`config.mk`:
```
export PLATFORM = sky130hd
export DESIGN_NAME = rtcaef_top
export DESIGN_NICKNAME = d
export VERILOG_FILES = /design/src/rtcaef_pkg.sv /design/src/rtcaef_alarm_cmp.sv /design/src/rtcaef_top.sv
export SDC_FILE = /design/constraint.sdc
export NUM_CORES = 1
export LEC_CHECK = 0
export CORE_ASPECT_RATIO = 0.8
export CORE_MARGIN = 5
export CORE_UTILIZATION = 30
export DETAILED_ROUTE_END_ITERATION = 10
export DONT_BUFFER_PORTS = 1
export HOLD_SLACK_MARGIN = 0.1
export SETUP_SLACK_MARGIN = 0.02
export SYNTH_ARGS = -nofsm -noshare
export SYNTH_HDL_FRONTEND = slang
export SYNTH_SLANG_ARGS = --single-unit
```
`constraint.sdc`:
```
create_clock -name pclk -period 2.3 [get_ports pclk]
set_input_delay 0.46 -clock pclk [delete_from_list [all_inputs] [get_ports pclk]]
set_output_delay 0.46 -clock pclk [all_outputs]
set_load 0.03 [all_outputs]
```
`src/rtcaef_pkg.sv`:
```
// package of the rtc alarm and event-flag block: register map, field layout, reset values
// assumes a 32-bit apb slave with each register on its own aligned word
package rtcaef_pkg;

    // ------------------------------------------------------------
    // register byte offsets
    // ------------------------------------------------------------
    localparam logic [7:0] RTCAEF_OFS_CMP_EN = 8'h00;
    localparam logic [7:0] RTCAEF_OFS_FLAGS = 8'h04;
    localparam logic [7:0] RTCAEF_OFS_IRQ_EN = 8'h08;
    localparam logic [7:0] RTCAEF_OFS_CTRL = 8'h0c;
    localparam logic [7:0] RTCAEF_OFS_AL_MINUTE = 8'h10;
    localparam logic [7:0] RTCAEF_OFS_AL_HOUR = 8'h14;
    localparam logic [7:0] RTCAEF_OFS_AL_DAY = 8'h18;
    localparam logic [7:0] RTCAEF_OFS_AL_MONTH = 8'h1c;
    localparam logic [7:0] RTCAEF_OFS_AL_YEAR = 8'h20;

    // ------------------------------------------------------------
    // reset values
    // ------------------------------------------------------------
    localparam logic [7:0] RTCAEF_RST_CMP_EN = 8'h00;
    localparam logic [7:0] RTCAEF_RST_FLAGS = 8'h00;
    localparam logic [7:0] RTCAEF_RST_IRQ_EN = 8'h00;
    localparam logic [1:0] RTCAEF_RST_CTRL = 2'h0;
    localparam logic [7:0] RTCAEF_RST_ALARM = 8'h00;

    // ------------------------------------------------------------
    // compare enable fields; bits 7:5 are reserved and read zero
    // ------------------------------------------------------------
    localparam int RTCAEF_CMP_MINUTE = 0;
    localparam int RTCAEF_CMP_HOUR = 1;
    localparam int RTCAEF_CMP_DAY = 2;
    localparam int RTCAEF_CMP_MONTH = 3;
    localparam int RTCAEF_CMP_YEAR = 4;
    localparam int RTCAEF_CMP_FIELDS = 5;
    localparam logic [7:0] RTCAEF_CMP_MASK = 8'h1f;

    // ------------------------------------------------------------
    // event flag positions, same in the interrupt enable register
    // ------------------------------------------------------------
    localparam int RTCAEF_EV_HALF_SEC = 0;
    localparam int RTCAEF_EV_SECOND = 1;
    localparam int RTCAEF_EV_MINUTE = 2;
    localparam int RTCAEF_EV_HOUR = 3;
    localparam int RTCAEF_EV_TIMER = 4;
    localparam int RTCAEF_EV_ALARM = 5;
    localparam int RTCAEF_EV_REWRITE_ERR = 6;
    localparam int RTCAEF_EV_READ_DONE = 7;
    localparam logic [7:0] RTCAEF_RMW_FLAGS = 8'hff;

    // ------------------------------------------------------------
    // control register fields
    // ------------------------------------------------------------
    localparam int RTCAEF_CTRL_RECALL = 0;
    localparam int RTCAEF_CTRL_DET_STOP = 1;

    // half-second pulses without a second step that mark a rewrite error
    localparam logic [1:0] RTCAEF_ERR_HALF_PULSES = 2'h2;

    typedef enum logic [1:0] {
        RTCAEF_BUS_IDLE,
        RTCAEF_BUS_WAIT,
        RTCAEF_BUS_DONE
    } rtcaef_bus_t;

endpackage : rtcaef_pkg

```
`src/rtcaef_alarm_cmp.sv`:
```
// alarm comparator: each enabled calendar field against its alarm value
// assumes counters and alarm values are stable bcd bytes on pclk
module rtcaef_alarm_cmp #(
    parameter int FIELDS = 5,
    parameter int WIDTH = 8
) (
    input wire logic pclk,
    input wire logic presetn,
    input wire logic [FIELDS-1:0] field_enable,
    input wire logic [FIELDS*WIDTH-1:0] counter_value,
    input wire logic [FIELDS*WIDTH-1:0] alarm_value,
    output logic match_rise
);

    // ------------------------------------------------------------
    // per-field comparison
    // ------------------------------------------------------------
    logic [FIELDS-1:0] field_ok;
    logic match;
    logic match_r;

    genvar g;
    generate
        for (g = 0; g < FIELDS; g++) begin : g_field
            // a disabled field never blocks the match
            assign field_ok[g] = !field_enable[g] ||
                (counter_value[g*WIDTH +: WIDTH] == alarm_value[g*WIDTH +: WIDTH]);
        end
    endgenerate

    // no enabled field means no alarm at all
    assign match = (&field_ok) && (|field_enable);

    // ------------------------------------------------------------
    // one pulse on entering coincidence
    // ------------------------------------------------------------
    always_ff @(posedge pclk or negedge presetn) begin
        if (!presetn) begin
            match_r <= 1'b0;
            match_rise <= 1'b0;
        end else begin
            match_r <= match;
            match_rise <= match && !match_r;
        end
    end

endmodule : rtcaef_alarm_cmp

```
`src/rtcaef_top.sv`:
```
// rtc alarm compare enables, event flags and interrupt enables behind an apb slave
// assumes the calendar counters, the timer and the recall logic sit outside and
// hand in one-cycle event pulses synchronous to pclk
// and that software keeps the reserved compare enable bits at zero
//
// Operation
// - compare enable bits 7:5 read zero
// - year compared only when its enable set
// - month compared only when its enable set
// - day compared only when its enable set
// - hour compared only when its enable set
// - minute compared only when its enable set
// - enabled fields all equal sets alarm flag
// - writing 0 clears flag, 1 keeps it
// - flags read as one during rmw read
// - recall transfer completion sets read-complete flag
// - second not advancing during rewrite sets error
// - timer underflow sets its flag
// - hour increment sets hourly flag
// - minute increment sets per-minute flag
// - second increment sets per-second flag
// - half-second pulse sets half-second flag
// - one interrupt enable per flag, same bit
// - two half-second pulses while stopped flag error
module rtcaef_top #(
    parameter int VAL_W = 8
) (
    input wire logic pclk,
    input wire logic presetn,
    input wire logic psel,
    input wire logic penable,
    input wire logic pwrite,
    input wire logic [7:0] paddr,
    input wire logic [31:0] pwdata,
    input wire logic [3:0] pstrb,
    output logic [31:0] prdata,
    output logic pready,
    output logic pslverr,
    input wire logic rmw_read,
    input wire logic [VAL_W-1:0] year_count,
    input wire logic [VAL_W-1:0] month_count,
    input wire logic [VAL_W-1:0] day_count,
    input wire logic [VAL_W-1:0] hour_count,
    input wire logic [VAL_W-1:0] minute_count,
    input wire logic recall_done,
    input wire logic timer_underflow,
    input wire logic hour_step,
    input wire logic minute_step,
    input wire logic second_step,
    input wire logic half_second_pulse,
    output logic calendar_recall_request,
    output logic second_pulse_detect_stop,
    output logic rtc_irq
);

    // ------------------------------------------------------------
    // address decode
    // ------------------------------------------------------------
    function automatic logic hit(input logic [7:0] addr, input logic [7:0] ofs);
        hit = (addr == ofs);
    endfunction : hit

    function automatic logic mapped(input logic [7:0] addr);
        mapped = hit(addr, rtcaef_pkg::RTCAEF_OFS_CMP_EN) ||
            hit(addr, rtcaef_pkg::RTCAEF_OFS_FLAGS) ||
            hit(addr, rtcaef_pkg::RTCAEF_OFS_IRQ_EN) ||
            hit(addr, rtcaef_pkg::RTCAEF_OFS_CTRL) ||
            hit(addr, rtcaef_pkg::RTCAEF_OFS_AL_MINUTE) ||
            hit(addr, rtcaef_pkg::RTCAEF_OFS_AL_HOUR) ||
            hit(addr, rtcaef_pkg::RTCAEF_OFS_AL_DAY) ||
            hit(addr, rtcaef_pkg::RTCAEF_OFS_AL_MONTH) ||
            hit(addr, rtcaef_pkg::RTCAEF_OFS_AL_YEAR);
    endfunction : mapped

    // ------------------------------------------------------------
    // state
    // ------------------------------------------------------------
    rtcaef_pkg::rtcaef_bus_t bus_r;
    rtcaef_pkg::rtcaef_bus_t bus_nxt;
    logic [7:0] cmp_en_r;
    logic [7:0] flags_r;
    logic [7:0] flags_nxt;
    logic [7:0] irq_en_r;
    logic [7:0] al_minute_r;
    logic [7:0] al_hour_r;
    logic [7:0] al_day_r;
    logic [7:0] al_month_r;
    logic [7:0] al_year_r;
    logic recall_r;
    logic det_stop_r;
    logic [1:0] half_cnt_r;
    logic [31:0] prdata_r;
    logic [31:0] rdata_nxt;
    logic pready_r;
    logic pslverr_r;
    logic irq_r;
    logic wr_go;
    logic wr_lane0;
    logic ctrl_wr;
    logic alarm_rise;
    logic rewrite_err;
    logic [7:0] ev_set;
    logic [7:0] ev_clr;

    // ------------------------------------------------------------
    // apb handshake: one wait state, then pready for one cycle
    // ------------------------------------------------------------
    always_comb begin
        bus_nxt = bus_r;
        case (bus_r)
            rtcaef_pkg::RTCAEF_BUS_IDLE: begin
                if (psel && penable) begin
                    bus_nxt = rtcaef_pkg::RTCAEF_BUS_WAIT;
                end
            end
            rtcaef_pkg::RTCAEF_BUS_WAIT: begin
                bus_nxt = rtcaef_pkg::RTCAEF_BUS_DONE;
            end
            rtcaef_pkg::RTCAEF_BUS_DONE: begin
                bus_nxt = rtcaef_pkg::RTCAEF_BUS_IDLE;
            end
            default: begin
                bus_nxt = rtcaef_pkg::RTCAEF_BUS_IDLE;
            end
        endcase
    end

    always_ff @(posedge pclk or negedge presetn) begin
        if (!presetn) begin
            bus_r <= rtcaef_pkg::RTCAEF_BUS_IDLE;
        end else begin
            bus_r <= bus_nxt;
        end
    end

    // answer is loaded in the first access cycle and shown in the second
    // outside that cycle prdata is held at zero so no stale value leaks
    always_ff @(posedge pclk or negedge presetn) begin
        if (!presetn) begin
            pready_r <= 1'b0;
            pslverr_r <= 1'b0;
            prdata_r <= 32'h0000_0000;
        end else begin
            pready_r <= (bus_r == rtcaef_pkg::RTCAEF_BUS_IDLE) && psel && penable;
            pslverr_r <= (bus_r == rtcaef_pkg::RTCAEF_BUS_IDLE) && psel && penable &&
                !mapped(paddr);
            if ((bus_r == rtcaef_pkg::RTCAEF_BUS_IDLE) && psel && penable && !pwrite) begin
                prdata_r <= rdata_nxt;
            end else begin
                prdata_r <= 32'h0000_0000;
            end
        end
    end

    // a write takes effect at the edge where pready is seen high;
    // an unmapped write or one without byte lane 0 changes nothing
    assign wr_go = psel && penable && pwrite && pready_r && !pslverr_r;
    assign wr_lane0 = wr_go && pstrb[0];
    assign ctrl_wr = wr_lane0 && hit(paddr, rtcaef_pkg::RTCAEF_OFS_CTRL);

    // ------------------------------------------------------------
    // read mux
    // ------------------------------------------------------------
    always_comb begin
        // bits above each register's width read zero
        rdata_nxt = 32'h0000_0000;
        if (hit(paddr, rtcaef_pkg::RTCAEF_OFS_CMP_EN)) begin
            rdata_nxt[7:0] = cmp_en_r & rtcaef_pkg::RTCAEF_CMP_MASK;
        end else if (hit(paddr, rtcaef_pkg::RTCAEF_OFS_FLAGS)) begin
            // rmw read returns all ones so write-back clears nothing
            rdata_nxt[7:0] = rmw_read ? rtcaef_pkg::RTCAEF_RMW_FLAGS : flags_r;
        end else if (hit(paddr, rtcaef_pkg::RTCAEF_OFS_IRQ_EN)) begin
            rdata_nxt[7:0] = irq_en_r;
        end else if (hit(paddr, rtcaef_pkg::RTCAEF_OFS_CTRL)) begin
            rdata_nxt[rtcaef_pkg::RTCAEF_CTRL_RECALL] = recall_r;
            rdata_nxt[rtcaef_pkg::RTCAEF_CTRL_DET_STOP] = det_stop_r;
        end else if (hit(paddr, rtcaef_pkg::RTCAEF_OFS_AL_MINUTE)) begin
            rdata_nxt[7:0] = al_minute_r;
        end else if (hit(paddr, rtcaef_pkg::RTCAEF_OFS_AL_HOUR)) begin
            rdata_nxt[7:0] = al_hour_r;
        end else if (hit(paddr, rtcaef_pkg::RTCAEF_OFS_AL_DAY)) begin
            rdata_nxt[7:0] = al_day_r;
        end else if (hit(paddr, rtcaef_pkg::RTCAEF_OFS_AL_MONTH)) begin
            rdata_nxt[7:0] = al_month_r;
        end else if (hit(paddr, rtcaef_pkg::RTCAEF_OFS_AL_YEAR)) begin
            rdata_nxt[7:0] = al_year_r;
        end
    end

    // ------------------------------------------------------------
    // configuration registers
    // ------------------------------------------------------------
    // only byte lane 0 carries register bits
    always_ff @(posedge pclk or negedge presetn) begin
        if (!presetn) begin
            cmp_en_r <= rtcaef_pkg::RTCAEF_RST_CMP_EN;
        end else if (wr_lane0 && hit(paddr, rtcaef_pkg::RTCAEF_OFS_CMP_EN)) begin
            cmp_en_r <= pwdata[7:0] & rtcaef_pkg::RTCAEF_CMP_MASK;
        end
    end

    always_ff @(posedge pclk or negedge presetn) begin
        if (!presetn) begin
            irq_en_r <= rtcaef_pkg::RTCAEF_RST_IRQ_EN;
        end else if (wr_lane0 && hit(paddr, rtcaef_pkg::RTCAEF_OFS_IRQ_EN)) begin
            irq_en_r <= pwdata[7:0];
        end
    end

    always_ff @(posedge pclk or negedge presetn) begin
        if (!presetn) begin
            al_minute_r <= rtcaef_pkg::RTCAEF_RST_ALARM;
            al_hour_r <= rtcaef_pkg::RTCAEF_RST_ALARM;
            al_day_r <= rtcaef_pkg::RTCAEF_RST_ALARM;
            al_month_r <= rtcaef_pkg::RTCAEF_RST_ALARM;
            al_year_r <= rtcaef_pkg::RTCAEF_RST_ALARM;
        end else if (wr_lane0) begin
            if (hit(paddr, rtcaef_pkg::RTCAEF_OFS_AL_MINUTE)) begin
                al_minute_r <= pwdata[7:0];
            end
            if (hit(paddr, rtcaef_pkg::RTCAEF_OFS_AL_HOUR)) begin
                al_hour_r <= pwdata[7:0];
            end
            if (hit(paddr, rtcaef_pkg::RTCAEF_OFS_AL_DAY)) begin
                al_day_r <= pwdata[7:0];
            end
            if (hit(paddr, rtcaef_pkg::RTCAEF_OFS_AL_MONTH)) begin
                al_month_r <= pwdata[7:0];
            end
            if (hit(paddr, rtcaef_pkg::RTCAEF_OFS_AL_YEAR)) begin
                al_year_r <= pwdata[7:0];
            end
        end
    end

    // ------------------------------------------------------------
    // control: recall request holds until the transfer is done
    // ------------------------------------------------------------
    always_ff @(posedge pclk or negedge presetn) begin
        if (!presetn) begin
            recall_r <= rtcaef_pkg::RTCAEF_RST_CTRL[rtcaef_pkg::RTCAEF_CTRL_RECALL];
            det_stop_r <= rtcaef_pkg::RTCAEF_RST_CTRL[rtcaef_pkg::RTCAEF_CTRL_DET_STOP];
        end else begin
            if (ctrl_wr) begin
                det_stop_r <= pwdata[rtcaef_pkg::RTCAEF_CTRL_DET_STOP];
            end
            // a new request wins over a completion in the same cycle
            if (ctrl_wr && pwdata[rtcaef_pkg::RTCAEF_CTRL_RECALL]) begin
                recall_r <= 1'b1;
            end else if (recall_done) begin
                recall_r <= 1'b0;
            end
        end
    end

    // ------------------------------------------------------------
    // alarm comparison; field order minute, hour, day, month, year
    // ------------------------------------------------------------
    // only the rise of a coincidence is taken: a standing match sets the flag once
    rtcaef_alarm_cmp #(
        .FIELDS(rtcaef_pkg::RTCAEF_CMP_FIELDS),
        .WIDTH(VAL_W)
    ) u_alarm_cmp (
        .pclk(pclk),
        .presetn(presetn),
        .field_enable(cmp_en_r[rtcaef_pkg::RTCAEF_CMP_FIELDS-1:0]),
        .counter_value({year_count, month_count, day_count, hour_count, minute_count}),
        .alarm_value({al_year_r, al_month_r, al_day_r, al_hour_r, al_minute_r}),
        .match_rise(alarm_rise)
    );

    // ------------------------------------------------------------
    // rewrite error: half-second pulses counted while detection is
    // stopped; a second step in between restarts the count
    // ------------------------------------------------------------
    always_ff @(posedge pclk or negedge presetn) begin
        if (!presetn) begin
            half_cnt_r <= 2'h0;
        end else if (!det_stop_r || second_step) begin
            half_cnt_r <= 2'h0;
        end else if (half_second_pulse && (half_cnt_r != rtcaef_pkg::RTCAEF_ERR_HALF_PULSES)) begin
            half_cnt_r <= half_cnt_r + 2'h1;
        end
    end

    // second pulse seen while one is already counted
    // the count holds at its limit, so a run of half-second pulses with no second step flags once
    assign rewrite_err = det_stop_r && !second_step && half_second_pulse &&
        (half_cnt_r == rtcaef_pkg::RTCAEF_ERR_HALF_PULSES - 2'h1);

    // ------------------------------------------------------------
    // event flags: set wins over a clear in the same cycle
    // ------------------------------------------------------------
    always_comb begin
        ev_set = 8'h00;
        ev_set[rtcaef_pkg::RTCAEF_EV_READ_DONE] = recall_done && recall_r;
        ev_set[rtcaef_pkg::RTCAEF_EV_REWRITE_ERR] = rewrite_err;
        ev_set[rtcaef_pkg::RTCAEF_EV_ALARM] = alarm_rise;
        ev_set[rtcaef_pkg::RTCAEF_EV_TIMER] = timer_underflow;
        ev_set[rtcaef_pkg::RTCAEF_EV_HOUR] = hour_step;
        ev_set[rtcaef_pkg::RTCAEF_EV_MINUTE] = minute_step;
        ev_set[rtcaef_pkg::RTCAEF_EV_SECOND] = second_step;
        ev_set[rtcaef_pkg::RTCAEF_EV_HALF_SEC] = half_second_pulse;
    end

    // a zero written clears, a one leaves the flag alone
    assign ev_clr = (wr_lane0 && hit(paddr, rtcaef_pkg::RTCAEF_OFS_FLAGS)) ?
        ~pwdata[7:0] : 8'h00;
    assign flags_nxt = (flags_r & ~ev_clr) | ev_set;

    always_ff @(posedge pclk or negedge presetn) begin
        if (!presetn) begin
            flags_r <= rtcaef_pkg::RTCAEF_RST_FLAGS;
        end else begin
            flags_r <= flags_nxt;
        end
    end

    // ------------------------------------------------------------
    // interrupt request
    // ------------------------------------------------------------
    always_ff @(posedge pclk or negedge presetn) begin
        if (!presetn) begin
            irq_r <= 1'b0;
        end else begin
            // follows the registered flags, one cycle behind them
            irq_r <= |(flags_r & irq_en_r);
        end
    end

    // ------------------------------------------------------------
    // outputs
    // ------------------------------------------------------------
    // every output is driven straight from a flip-flop
    assign prdata = prdata_r;
    assign pready = pready_r;
    assign pslverr = pslverr_r;
    assign rtc_irq = irq_r;
    assign calendar_recall_request = recall_r;
    assign second_pulse_detect_stop = det_stop_r;

endmodule : rtcaef_top

```
Word level (Yosys, flattened, before mapping)
Cells that the tools add are included.
Storage, ports and cells
  register bits after elaboration: 104
  bits of input ports: 96
  output and inout port bits: 37
  word-level logic and storage cells: 118
Operators by class
  add/subtract/negate cells: 1
  eq/ne operators: 17
  muxes and demuxes: 19
  bitwise operators: 5
  reductions and logical operators: 58
Operators with widths (number)
  $mux 8: 11
  $eq 8x8->1: 5
  $eq 8x5->1 const B: 4
  $logic_and 1x1->1: 21
  $and 8x8->8: 2
  $eq 8x4->1 const B: 2
  $not 8->8: 2
  $logic_or 1x1->1: 14
  $logic_not 1->1: 11
  $reduce_and 2->1: 5
  $eq 8x3->1 const B: 1
  $eq 8x6->1 const B: 1
  $logic_not 8->1: 1
  $mux 2: 4
  $or 8x8->8: 1
  $reduce_or 8->1: 1
  $mux 6: 1
  $reduce_and 5->1: 1
  $reduce_or 5->1: 1
  $eq 2x1->1 const B: 2
  $ne 2x2->1 const B: 2
  $pmux 2 s2: 1
  $reduce_bool 2->1: 2
  $add 2x1->2 const B: 1
  2 further kinds: 3

Depth between registers and ports, before layout
  depth in word-level cells: 11
  mapped depth: 7
  depth with buffers taken out: 5

By module
From an unflattened synthesis, not the netlist that was laid out.
Second synthesis, totals
  cells, all modules: 393
  area total of the unflattened synthesis: 4444.3 um^2
By module, submodules not included
  rtcaef_top: times used 1, cells each 329, area each 3920.0 um^2, sequential area each 1951.9 um^2
  rtcaef_alarm_cmp: times used 1, cells each 64, area each 524.3 um^2, sequential area each 50.0 um^2

Worst setup path before layout
No wires, ideal clock.
  path type: input to register
  start point: input paddr[7]
  end point: register cmp_en_r[0]
  setup time: 0.125 ns
  data arrival time: 2.493 ns
  data required time: 2.175 ns
  path slack: -0.318 ns
  stages on the path: 6
  path buffers: 1
  cell sequence: or4_4 -> or3_4 -> or3_4 -> or3_1 -> buf_6 -> mux2_4
On the way
  word-level cells in the longest chain between the ends: 2
RTL lines
  start: declaration: RTL line rtcaef_top.sv:33  | input wire logic [7:0] paddr,
  $logic_not 8->1: RTL line rtcaef_top.sv:60  | hit = (addr == ofs);
  $logic_and 1x1->1: RTL line rtcaef_top.sv:197  | end else if (wr_lane0 && hit(paddr, rtcaef_pkg::RTCAEF_OFS_CMP_EN)) begin
  end signal: assignment: RTL line rtcaef_top.sv:196  | cmp_en_r <= rtcaef_pkg::RTCAEF_RST_CMP_EN;
  end signal: assignment: RTL line rtcaef_top.sv:198  | cmp_en_r <= pwdata[7:0] & rtcaef_pkg::RTCAEF_CMP_MASK;
  end: declaration: RTL line rtcaef_top.sv:80  | logic [7:0] cmp_en_r;
No other way between the ends.
A chain may end at the register's enable or synchronous reset.

Final worst setup path
  start point: input paddr[7]
  end point: register al_year_r[3]
On the way
  word-level cells in the longest chain between the ends: 2
RTL lines
  $eq 8x6->1: RTL line rtcaef_top.sv:60
  $reduce_and 2->1 (no line)
  end signal: assignment: RTL line rtcaef_top.sv:216  | al_year_r <= rtcaef_pkg::RTCAEF_RST_ALARM;
  end signal: assignment: RTL line rtcaef_top.sv:231  | al_year_r <= pwdata[7:0];
  end: declaration: RTL line rtcaef_top.sv:88  | logic [7:0] al_year_r;
No other way between the ends.

==> metrics.md <==
| Metric | Value |
|---|---|
| Sink Count | `80` |
| Port bufs | `0` |
| DR top layer | `met4` |
| Core Region | `14,300 sq um` |
| Clock buffer depth | `2` |
| Slew headroom | `62.3%` |
| Outcome | `finished with violations` |
| Critical Path Sink Type | `flop` |
| Power Density | `605 nW/um^2` |
| Syn avg cell area | `10.9 sq um` |
| DRT iter0 DRCs | `381` |
| Max incr delay on CP | `0.53 ns` |
| Die area | `17,200 sq um` |
| DR pass1 iterations | `5` |
| CTS tree | `yes` |
| Final nets | `517` |
| Antenna Violating Nets Remaining | `0` |
| Fillcell total | `1,424` |
| Max-cap violations | `0` |
| Ys async rst share | `100%` |
| Pin slew with the least headroom to its limit | `0.560 ns` |
| Hold crit path type | `in -> async` |
| Largest net degree at the start of global routing | `81` |
| Synthesized flop and latch total | `80` |
| Count leader, synth | `dfrtp_1` |
| Dpl hpwl | `9.58 mm` |
| Gr usage total | `15.2%` |
| Metal3 WL | `1.55 mm` |
| RSZ-0062 raised after global routing | `true` |
| Die span in x | `145 um` |
| Root buf cell | `clkbuf_16` |
| Initial Util | `30.7%` |
| DP Cell Count | `591` |
| Top Ports | `133` |
| Gate count of the mapped netlist | `404` |
| VDD IR max | `0.301 mV` |
| CP delay by family, top | `simple AND/OR/NAND/NOR gates` |
| Clk_lat worst skew | `0.34 ns` |
| Wire length per cell | `21.1 um` |
| Fmax | `442 MHz` |
| Endpoints failing setup | `0` |
| DR vias | `3,256` |
| Slowest-stage cell, CP | `or4_4` |
| Crit Path Max Fanout | `8` |
| Syn Std Cell Area | `4400 sq um` |
| Core Util, Final | `34.9%` |
| Area delta synth->final | `13.9%` |
| Vias per cell | `5.36` |
| Initial antenna violation count | `1` |
| Leakage | `2.13 nW` |
| Met2 routed WL | `5.80 mm` |
| Number of synthesized flops with an enable pin | `0` |
| Netlist cell types | `49` |
| Final hold viol count | `80` |
| Crit path top cell by count | `buf_4` |
| Share of cells above drive strength 1 | `23.9%` |
| Top cells by count, synth | `dfrtp_1, mux2_2, xnor2_1` |
| Die height | `118 um` |
| Failing checks | `negative hold slack` |
| Main synth FF type | `dfrtp_1` |
| Global-route wire length before repair | `20.3 mm` |
| Startpoint class of the critical path | `input pin` |
| Total CTS buffers | `9` |
| Drc violations | `0` |
| Crit-path cells | `or4_4 -> buf_4 -> or3_2 -> buf_4 -> nor2_4 -> mux2_2` |
| Fin. max-slew vios | `0` |
| Skew final | `0.00837 ns` |
| Buf+Inv Stages, Crit Path | `2` |
| Total grt overflow | `0` |
| Synth warnings | `0` |
| Sequential-to-total area share from yosys stat | `45.5%` |
| Top cell type's share of synthesized area | `45.5%` |
| Met1 WL | `5.34 mm` |
| Total Power | `3.03 mW` |
| Clock Pin Slew Worst Setup and Hold Paths | `0.06 ns` |
| Crit path time final | `2.26 ns` |
| Crit path kind | `in -> reg` |
| Final std cells w/o fill | `608` |
| Min Hold Slack | `-0.185 ns` |
| Post-synth top area cell | `dfrtp_1` |
| Number of global-route vias before repair | `3,355` |
| Final period util | `98.4%` |
| Synth area leaders | `dfrtp_1, mux2_2, xnor2_1, buf_4, o21ai_0` |
| Rows | `39` |
| H-tree level count | `3` |
| Arr. time, crit path | `2.49 ns` |
| CP required | `2.52 ns` |
| RePlAce Congestion | `0.862` |
| Drt total wl | `12.9 mm` |
==> path summary, 6_finish.rpt <==
check                               startpoint                      to  slack (ns)  cells after the start
hold reg to reg            u_alarm_cmp.match_r  u_alarm_cmp.match_rise        0.41                      1
setup / recovery                      paddr[7]            al_year_r[3]        0.04                      6
hold / removal                         presetn            al_hour_r[0]       -0.19                      0
min in group pclk                  minute_step              flags_r[2]        0.22                      1
setup reg to reg                       pslverr            al_year_r[3]        0.23                      5
max in group asynchronous              presetn             cmp_en_r[1]        2.33                      0
==> cell families after synthesis <==
| logic type | Yosys count | share of synthesized area, % |
|---|---|---|
| AOI/OAI and AO/OA | 79 | 11.0 |
| and+or+nand+nor | 98 | 12.6 |
| other | 1 | 0.0852 |
| buffers and inverters | 41 | 5.71 |
| muxes | 62 | 16.4 |
| DFF | 80 | 45.5 |
| adders and majority gates | 2 | 0.569 |
| xor gates and xnor gates | 41 | 8.16 |
==> flip-flops by register name, summed over array words and instances (netlist names), 5 cells and up <==
name,flops
al_day_r,8
al_hour_r,8
al_minute_r,8
al_month_r,8
al_year_r,8
flags_r,8
irq_en_r,8
prdata,8
cmp_en_r,5
==> layout by cell type, fill, tap and decap left out, drive strengths merged, types with 7 or more instances in the layout <==
| master | instances |
|---|---|
| buf | 18 |
| nand2 | 21 |
| clkbuf | 10 |
| nand4 | 12 |
| nand2b | 13 |
| conb | 24 |
| nor2 | 21 |
| o22ai | 7 |
| nor2b | 7 |
| xnor2 | 41 |
| mux2 | 55 |
| dfrtp | 80 |
| a21oi | 18 |
| nor3 | 7 |
| o21ai | 27 |
==> what timing repair did <==
| action | CTS | global route |
|---|---|---|
| hold endpoints to repair | 80 | 80 |
| setup buffers | 0 | 1 |
| gates resized for setup | 1 | 1 |
| pin swaps | 0 | 1 |
| setup endpoints to repair | 5 | 17 |
==> layer usage <==
metal | vias up | GRT usage (%)
met2 | 178 | 23.2
met3 | 20 | 6.43
li1 | 1434 | -
met5 | - | 0
met1 | 1624 | 20.3
met4 | 0 | 3.38
==> layout make-up <==
type | instances | area, sq um | share of cell area [%]
Multi-Input combinational cell | 306 | 2300 | 46.0
Tap cell | 184 | 230 | 4.59
Antenna cell | 1 | 2.50 | 0.0499
Timing Repair Buffer | 18 | 173 | 3.44
Clock inverter | 5 | 57.6 | 1.15
Clock buffer | 10 | 229 | 4.57
Inverter | 4 | 15.0 | 0.300
Sequential cell | 80 | 2000 | 39.9
==> through the flow <==
| step | setup TNS [ns] | hold WS (ns) | setup WS [ns] | cell area [sq um] |
|---|---|---|---|---|
| after detailed placement | -16.42 | 0.170 | -0.392 | 4700 |
| after global routing | 0 | -0.206 | 0.0136 | 5010 |
| after floorplan | -5.99 | 0.164 | -0.280 | 4560 |
| final | 0 | -0.185 | 0.0365 | 5010 |
| after CTS | 0 | -0.194 | 0.0452 | 4990 |
| after global placement | -15.40 | 0.168 | -0.346 | 4700 |
==> power breakdown <==
part / total, mW / internal, mW / switching (mW) / leakage [nW]
sequential: 1.43 / 1.42 / 0.00961 / 1.09
combinational: 0.182 / 0.0691 / 0.113 / 0.903
clock: 1.42 / 0.837 / 0.587 / 0.143
Power figures use the tool's default switching activity.
